**src/logic/dcrc_pkg.sv**
```systemverilog
// Shared constants and helpers for the data channel request chain
package dcrc_pkg;

   // Bus widths
   localparam int ADDR_W = 15;
   localparam int DS_W = 6;

   // Processor grant timing, in i_clk cycles, and the width of its counter
   localparam int GRANT_WAIT = 2;
   localparam int GRANT_HOLD = 3;
   localparam int CNT_W = 4;

   // Reset levels of the bus pins, all released or idle
   localparam logic PIN_RELEASED = 1'b1;
   localparam logic ENABLE_RESET = 1'b0;

   // Transfer type, coded as {chan request, single-cycle request}
   // with both bits active high
   typedef enum logic [1:0] {
      XFER_NONE = 2'b00,
      XFER_OUT = 2'b01,
      XFER_MULTI = 2'b10,
      XFER_IN = 2'b11
   } dcrc_xfer_t;

   // Active-low request pin levels {chan, single} for a transfer type
   function automatic logic [1:0] req_pins(input dcrc_xfer_t xfer);
      req_pins = ~xfer;
   endfunction : req_pins

   // Transfer type seen on the two active-low request pins
   function automatic dcrc_xfer_t req_decode(input logic chan_n,
                                             input logic single_n);
      req_decode = dcrc_xfer_t'({~chan_n, ~single_n});
   endfunction : req_decode

endpackage : dcrc_pkg

```
**src/logic/dcrc_bus_if.sv**
```systemverilog
// Peripheral bus wires between the I/O processor and one device
`timescale 1ns/10ps
`default_nettype none
interface dcrc_bus_if;
   // Priority chain level into the device and out to the next one
   logic chan_priority_enable;
   logic chan_priority_enable_out;
   // Open-drain request pins: enables from the device, wire levels
   logic chan_request_oe_n;
   logic single_cycle_request_oe_n;
   logic chan_request_n;
   logic single_cycle_request_n;
   logic chan_grant;
   logic [dcrc_pkg::DS_W-1:0] dev_select;
   logic io_transfer_instruction;
   // Active-low address bus, device to processor
   logic io_addr_oe_n;
   logic [dcrc_pkg::ADDR_W-1:0] io_addr_out_n;
   logic [dcrc_pkg::ADDR_W-1:0] io_addr_n;

   // Released lines float high through the bus terminators
   assign chan_request_n = chan_request_oe_n;
   assign single_cycle_request_n = single_cycle_request_oe_n;
   assign io_addr_n = io_addr_oe_n ? '1 : io_addr_out_n;

   modport device (
      input chan_priority_enable,
      output chan_priority_enable_out,
      output chan_request_oe_n,
      output single_cycle_request_oe_n,
      input chan_grant,
      input dev_select,
      input io_transfer_instruction,
      output io_addr_oe_n,
      output io_addr_out_n
   );

   modport processor (
      output chan_priority_enable,
      input chan_request_n,
      input single_cycle_request_n,
      output chan_grant,
      output dev_select,
      output io_transfer_instruction,
      input io_addr_n
   );
endinterface : dcrc_bus_if
`default_nettype wire

```
**src/logic/dcrc_device_end.sv**
```systemverilog
// Device end of the data channel request chain
`timescale 1ns/10ps
`default_nettype none
module dcrc_device_end #(
   parameter logic [5:0] DEV_CODE = 6'h01,
   parameter int ADDR_W = 15
) (
   input wire logic i_clk,                      // System clock
   input wire logic i_reset_n,                  // Async reset, low
   dcrc_bus_if.device bus,                      // Peripheral bus
   input wire logic i_xfer_start,               // Start pulse
   input wire dcrc_pkg::dcrc_xfer_t i_xfer_type, // Kind of transfer
   input wire logic [ADDR_W-1:0] i_wc_addr,     // Word count address
   input wire logic [ADDR_W-1:0] i_mem_addr,    // Memory address
   output logic o_busy,                         // Transfer in progress
   output logic o_requesting,                   // Request posted
   output logic o_granted,                      // Grant held
   output logic o_done,                         // Grant ended pulse
   output logic o_selected                      // Own code addressed
);

   // Elaboration checks
   generate
      if (ADDR_W != dcrc_pkg::ADDR_W) begin : g_bad_addr_w
         $error("ADDR_W must match the bus address width");
      end
      if ($bits(DEV_CODE) != dcrc_pkg::DS_W) begin : g_bad_code_w
         $error("DEV_CODE must be as wide as the select lines");
      end
   endgenerate

   typedef enum logic [1:0] {
      ST_IDLE = 2'b00,
      ST_PEND = 2'b01,
      ST_REQ = 2'b10,
      ST_GRANT = 2'b11
   } dcrc_dev_state_t;

   // States in which this device owns the chain below it
   function automatic logic holds_chain(input dcrc_dev_state_t st);
      holds_chain = (st == ST_REQ) || (st == ST_GRANT);
   endfunction : holds_chain

   // Multicycle work names its word count location, single-cycle
   // work names the memory word itself
   function automatic logic [ADDR_W-1:0] start_addr(
      input dcrc_pkg::dcrc_xfer_t xfer,
      input logic [ADDR_W-1:0] wc_addr,
      input logic [ADDR_W-1:0] mem_addr
   );
      if (xfer == dcrc_pkg::XFER_MULTI) begin
         start_addr = wc_addr;
      end else begin
         start_addr = mem_addr;
      end
   endfunction : start_addr

   dcrc_dev_state_t state_q;
   dcrc_dev_state_t state_d;
   dcrc_pkg::dcrc_xfer_t type_q;
   dcrc_pkg::dcrc_xfer_t type_d;
   logic [ADDR_W-1:0] addr_q;
   logic [ADDR_W-1:0] addr_d;
   logic [1:0] req_pins_q;
   logic [1:0] req_pins_d;
   logic done_q;
   logic done_d;
   logic sel_q;
   logic sel_d;
   logic chain_blocked;
   logic busy_q;
   logic busy_d;
   logic posted_q;
   logic posted_d;
   logic granted_q;
   logic granted_d;

   // Transfer sequencing
   always_comb begin
      state_d = state_q;
      type_d = type_q;
      addr_d = addr_q;
      req_pins_d = req_pins_q;
      done_d = 1'b0;
      unique case (state_q)
         ST_IDLE: begin
            // A start with no transfer type asks for nothing. Starts
            // while busy are dropped, not queued: wait for o_done.
            if (i_xfer_start
                && i_xfer_type != dcrc_pkg::XFER_NONE) begin
               type_d = i_xfer_type;
               addr_d = start_addr(i_xfer_type, i_wc_addr, i_mem_addr);
               state_d = ST_PEND;
            end
         end
         ST_PEND: begin
            // Wait here while a device upstream holds the chain
            if (bus.chan_priority_enable) begin
               req_pins_d = dcrc_pkg::req_pins(type_q);
               state_d = ST_REQ;
            end
         end
         ST_REQ: begin
            // Once posted the request stays until granted, even if
            // a device above takes the chain meanwhile
            if (bus.chan_grant) begin
               req_pins_d = {2{dcrc_pkg::PIN_RELEASED}};
               state_d = ST_GRANT;
            end
         end
         ST_GRANT: begin
            if (!bus.chan_grant) begin
               done_d = 1'b1;
               state_d = ST_IDLE;
            end
         end
      endcase
   end

   always_ff @(posedge i_clk or negedge i_reset_n) begin
      if (!i_reset_n) begin
         state_q <= ST_IDLE;
         type_q <= dcrc_pkg::XFER_NONE;
         addr_q <= '0;
         req_pins_q <= {2{dcrc_pkg::PIN_RELEASED}};
         done_q <= 1'b0;
      end else begin
         state_q <= state_d;
         type_q <= type_d;
         addr_q <= addr_d;
         req_pins_q <= req_pins_d;
         done_q <= done_d;
      end
   end

   // Device select decode
   always_comb begin
      sel_d = bus.io_transfer_instruction
              && (bus.dev_select == DEV_CODE);
   end

   always_ff @(posedge i_clk or negedge i_reset_n) begin
      if (!i_reset_n) begin
         sel_q <= 1'b0;
      end else begin
         sel_q <= sel_d;
      end
   end

   // Chain pass-through. Cut from the next state so that the level
   // falls one cycle before the request is posted; a device below
   // therefore can never post alongside this one.
   always_comb begin
      chain_blocked = holds_chain(state_d);
   end

   assign bus.chan_priority_enable_out =
      bus.chan_priority_enable && !chain_blocked;

   assign bus.chan_request_oe_n = req_pins_q[1];
   assign bus.single_cycle_request_oe_n = req_pins_q[0];

   // The address follows the grant level without a clock delay, so
   // the processor may sample it on the grant's next edge
   assign bus.io_addr_oe_n =
      !(bus.chan_grant && holds_chain(state_q));
   assign bus.io_addr_out_n = ~addr_q;

   // Status levels come from flops fed by the next state, so they
   // line up with state_q without a decode glitch on the outputs
   always_comb begin
      busy_d = (state_d != ST_IDLE);
      posted_d = (state_d == ST_REQ);
      granted_d = (state_d == ST_GRANT);
   end

   always_ff @(posedge i_clk or negedge i_reset_n) begin
      if (!i_reset_n) begin
         busy_q <= 1'b0;
         posted_q <= 1'b0;
         granted_q <= 1'b0;
      end else begin
         busy_q <= busy_d;
         posted_q <= posted_d;
         granted_q <= granted_d;
      end
   end

   assign o_busy = busy_q;
   assign o_requesting = posted_q;
   assign o_granted = granted_q;
   assign o_done = done_q;
   assign o_selected = sel_q;

endmodule : dcrc_device_end
`default_nettype wire

```
**src/flat_wrapper.sv**
```systemverilog
// flat-port wrapper written by rule: the top's interface ports become plain ports
module dcrc_device_end_flat 
#(
   parameter logic [5:0] DEV_CODE = 6'h01,
   parameter int ADDR_W = 15
)
  (i_clk, i_reset_n, i_xfer_start, i_xfer_type, i_wc_addr, i_mem_addr, o_busy, o_requesting, o_granted, o_done, o_selected, bus_chan_priority_enable, bus_chan_priority_enable_out, bus_chan_request_oe_n, bus_single_cycle_request_oe_n, bus_chan_grant, bus_dev_select, bus_io_transfer_instruction, bus_io_addr_oe_n, bus_io_addr_out_n);
  dcrc_bus_if bus_i ();
  input wire logic i_clk;
  input wire logic i_reset_n;
  input wire logic i_xfer_start;
  input wire dcrc_pkg::dcrc_xfer_t i_xfer_type;
  input wire logic [ADDR_W-1:0] i_wc_addr;
  input wire logic [ADDR_W-1:0] i_mem_addr;
  output logic o_busy;
  output logic o_requesting;
  output logic o_granted;
  output logic o_done;
  output logic o_selected;
  input wire logic [$bits(bus_i.chan_priority_enable)-1:0] bus_chan_priority_enable;
  output wire logic [$bits(bus_i.chan_priority_enable_out)-1:0] bus_chan_priority_enable_out;
  output wire logic [$bits(bus_i.chan_request_oe_n)-1:0] bus_chan_request_oe_n;
  output wire logic [$bits(bus_i.single_cycle_request_oe_n)-1:0] bus_single_cycle_request_oe_n;
  input wire logic [$bits(bus_i.chan_grant)-1:0] bus_chan_grant;
  input wire logic [$bits(bus_i.dev_select)-1:0] bus_dev_select;
  input wire logic [$bits(bus_i.io_transfer_instruction)-1:0] bus_io_transfer_instruction;
  output wire logic [$bits(bus_i.io_addr_oe_n)-1:0] bus_io_addr_oe_n;
  output wire logic [$bits(bus_i.io_addr_out_n)-1:0] bus_io_addr_out_n;
  assign bus_i.chan_priority_enable = bus_chan_priority_enable;
  assign bus_chan_priority_enable_out = bus_i.chan_priority_enable_out;
  assign bus_chan_request_oe_n = bus_i.chan_request_oe_n;
  assign bus_single_cycle_request_oe_n = bus_i.single_cycle_request_oe_n;
  assign bus_i.chan_grant = bus_chan_grant;
  assign bus_i.dev_select = bus_dev_select;
  assign bus_i.io_transfer_instruction = bus_io_transfer_instruction;
  assign bus_io_addr_oe_n = bus_i.io_addr_oe_n;
  assign bus_io_addr_out_n = bus_i.io_addr_out_n;
  dcrc_device_end #(.DEV_CODE(DEV_CODE), .ADDR_W(ADDR_W)) u_core (.i_clk(i_clk), .i_reset_n(i_reset_n), .bus(bus_i), .i_xfer_start(i_xfer_start), .i_xfer_type(i_xfer_type), .i_wc_addr(i_wc_addr), .i_mem_addr(i_mem_addr), .o_busy(o_busy), .o_requesting(o_requesting), .o_granted(o_granted), .o_done(o_done), .o_selected(o_selected));
endmodule
```
**config.mk**
```make
export PLATFORM = sky130hd
export DESIGN_NAME = dcrc_device_end_flat
export DESIGN_NICKNAME = d
export VERILOG_FILES = /design/src/logic/dcrc_pkg.sv /design/src/logic/dcrc_bus_if.sv /design/src/logic/dcrc_device_end.sv /design/src/flat_wrapper.sv
export SDC_FILE = /design/constraint.sdc
export NUM_CORES = 1
export LEC_CHECK = 0
export BUFFER_PORTS_ARGS = -buffer_cell sky130_fd_sc_hd__buf_2
export CORE_AREA = 2 2 55 67
export CTS_BUF_LIST = sky130_fd_sc_hd__clkbuf_8 sky130_fd_sc_hd__clkbuf_16
export DETAILED_ROUTE_END_ITERATION = 6
export DIE_AREA = 0 0 57 69
export GPL_ROUTABILITY_DRIVEN = 0
export PLACE_DENSITY = 0.84
export SLEW_MARGIN = 10
export SYNTH_ARGS = -nofsm -noshare
export SYNTH_HDL_FRONTEND = slang
export SYNTH_SLANG_ARGS = --single-unit
```
**constraint.sdc**
```tcl
create_clock -name i_clk -period 1.2 [get_ports i_clk]
set_input_delay 0.12 -clock i_clk [delete_from_list [all_inputs] [get_ports i_clk]]
set_output_delay 0.12 -clock i_clk [all_outputs]
set_load 0.03 [all_outputs]
```
==> flow_summary.toml <==
[finish]
synthToLayoutAreaGrowth_pct = 56.66
layout-drive-gt1-share_pct = 56.54
diodes = 0
fin_nets = 236
final_area_um2 = 1927
fin_util_pct = 58.73

[route]
drc_errors = 0
avgViaCountPerCell = 4.724
final_antenna_net_count = 0
routed_wl_um = 3166
dr.pass1.iters = 2
drtIter0Drc = 15
vias = 1077
wl_per_cell_um = 13.89

[yosys]
synth_nets = 146
async_flop_share_pct = 100.0
synthAdderAreaFrac_pct = 0
synth_edf_count = 0
synth_top_cells_by_area = "dfrtp_1 49%, mux2i_1 24%, inv_1 4.9%, dfstp_2 4.3%, buf_6 2.7%"
yosys.cell_types.count = 23
synth-xor-area-share_pct = 0
netlist.top_cell.by_area = "dfrtp_1"
ys.flop_type = "dfrtp_1"
synth_top_family_by_area = "multiplexers"
yosysTopAreaCellShare_pct = 48.83
synth_cells = 102
syn_area_per_cell_um2 = 12.06
muxShareOfSynthArea_pct = 26.25
yosys.area_share.simple_pct = 7.731
seq_area_frac_synth_pct = 53.10
synth_area_um2 = 1230
synth-compound-area-share_pct = 4.476
synth.top_cells.by_count = "30 x mux2i_1, 24 x dfrtp_1, 16 x inv_1"
synthMostInstantiatedCell = "mux2i_1"
synth_warnings = 0
ys_ff_latch = 26

[sta]
period_minus_slack_ns = 1.386
grt_setup_unrepaired = "yes"
finalHoldViolCount = 0
finalCritPeriodShare_pct = 115.5
fmax_mhz = 721.3
fin_ws_ns = -0.1864
setup_viol = 23
slew_violations = 0
tightest_slew_ns = 0.2736
relSlewSlack_pct = 81.50
finClkSkew_ns = 0.002845

[min_path]
holdPathStages = 3
hold_path_end = "u_core.o_selected"
worstHoldStart = "bus_dev_select[2]"
hp-class = "in -> reg"

[floorplanning]
core_um2 = 3281
die_y_um = 69
die_w_um = 57
row_count = 23
die_area_um2 = 3933
start_util_pct = 37.49
num_io_pins = 68

[grt]
use_met3_pct = 1.501
gr-max-usage-layer = "met2"
antenna_found_initial = 0
gr-usage-met2_pct = 32.44
track_usage_pct = 16.07
overflow = 0
grt_max_degree = 16
grt_pass1_vias = 1115
grt_pass1_wl_um = 4961
grtUsageMet1_pct = 16.07

[critical_path]
cp-start-kind = "register"
worst_path_largest_cell_delay_ns = 0.43
cp.arrival_ns = 1.27
rr_startpoint = "u_core.state_q[1]"
reg2regPathDepth = 5
cpMaxStageDelayCell = "dfrtp_1"
timing.rr.end = "u_core.addr_q[12]"
rrSetupSlack_ns = -0.14
path_class = "reg -> out"
crit_fanout = 3
crit_required_ns = 1.08
critPathMostFrequentCell = "buf_6"
worstPathCellList = "buf_6, a21oi_4, nor2_2, nor2b_2, buf_6"
cp-end-kind = "output port"

[power]
p_leak_nw = 0.9964
vdd_drop_max_mv = 1.679
p_total_mw = 4.744
p_per_area_nw_per_um2 = 2462

[placement]
dpl_worst_slack_ns = -0.1394
dpl_cell_area_um2 = 1692
io_buffers = 67
dp_hpwl_um = 2303

[clock_tree]
cts_tree = "yes"
h-tree-depth = 1
cts_sinks = 26
clk_path_buf_depth = 2
worstSkewPairLatency_ns = 0.27
clkTransAtPathRegs_ns = 0.09
root_buffer = "clkbuf_8"
cts_buffers = 3

[job]
cap_violations = 0

[status]
status = "finished, violations left"
violations = "negative setup slack"
==> metrics by stage <==
step,hold slack [ns],instances,TNS [ns]
3_5_place_dp,0.006164,215,-1.412
3_3_place_gp,0.003981,215,-0.4374
5_1_grt,0.09144,228,-3.643
2_1_floorplan,-0.1756,102,-0.6761
4_1_cts,0.08000,226,-1.623
6_report,0.08415,228,-2.253
==> sequential cells by signal, summed over array words and instances, names as in the netlist <==
signal / count
u_core.addr_q: 15
u_core.o_busy: 1
u_core.o_done: 1
u_core.o_granted: 1
u_core.o_requesting: 1
u_core.o_selected: 1
u_core.req_pins_q: 2
u_core.state_q: 2
u_core.type_q: 2
==> critical path: cells and delay by family (launching register included) <==
family,cells,cell delay (ns)
buf+inv,2,0.28
simple gates,2,0.16
compound gates,1,0.12
flops,1,0.43
==> cell families (layout without fill, tap and decap cells) <==
kind of cell           count (synthesis)  after routing
DFF                                   26             26
buffers and inverters                 21            110
and+or+nand+nor                       15             15
AOI/OAI and AO/OA                      8              8
muxes                                 32             32
==> power by group <==
group | internal (mW) | switching, mW
registers | 1.30 | 0.169
clock network | 0.446 | 0.286
logic | 1.03 | 1.52
==> repair_timing <==
action | 4_1_cts | 5_1_grt
endpoints found under the setup margin | 21 | 23
pin swaps | 1 | 3
buffers inserted | 4 | 2
resized for setup | 16 | 6
hold buffers | 3 | 0
endpoints found under the hold margin | 17 | 0
==> routing by layer <==
layer | up-vias | wire, µm
met5 | - | 0
met4 | 0 | 71
met3 | 8 | 146
met2 | 40 | 1835
met1 | 509 | 1113
li1 | 520 | -
==> cells in the final DEF (no fill, tap or decap) <==
cell type,Yosys,layout
a21oi_1,3,1
nor2b_2,0,2
nor2_4,0,1
nand3b_1,1,1
and3b_1,1,1
buf_2,2,65
o221ai_2,0,2
o21bai_1,1,1
a21oi_4,0,1
nand2_4,0,1
buf_4,0,13
bufinv_16,0,1
nor2_2,1,1
buf_6,3,9
nor3b_1,1,1
inv_2,0,1
dfrtp_1,24,23
o211a_4,0,1
o21ai_0,1,1
nand2_1,3,2
clkbuf_8,0,3
a21oi_2,0,1
dfrtp_2,0,1
mux2i_1,30,30
or3_4,0,1
nor4b_1,1,1
dlygate4sd3_1,0,3
mux2_4,0,2
dfstp_2,2,2
nand2b_1,2,2
or4b_1,1,1
inv_1,16,15
==> layout make-up <==
cell class                 instances  area [µm²]
clock buffer                       3       41.29
clock inverter                     1       30.03
multi-input combinational         55       540.5
fill                             280        1354
inverter                          16       60.06
tap                               37       46.29
sequential                        26       654.4
timing repair buffer              90       554.3
==> how the worst max path moves through the flow <==
| stage | slack, ns | startpoint | end |
|---|---|---|---|
| global route | -0.24 | u_core.state_q[1] | bus_chan_priority_enable_out |
| detailed placement | -0.14 | u_core.state_q[0] | u_core.addr_q[12] |
| floorplan | -0.07 | u_core.state_q[1] | u_core.type_q[0] |
| finish | -0.19 | u_core.state_q[1] | bus_chan_priority_enable_out |
| global placement | -0.04 | u_core.state_q[0] | u_core.addr_q[10] |
| CTS | -0.20 | u_core.state_q[0] | bus_chan_priority_enable_out |
(Power assumes the default switching activity.)
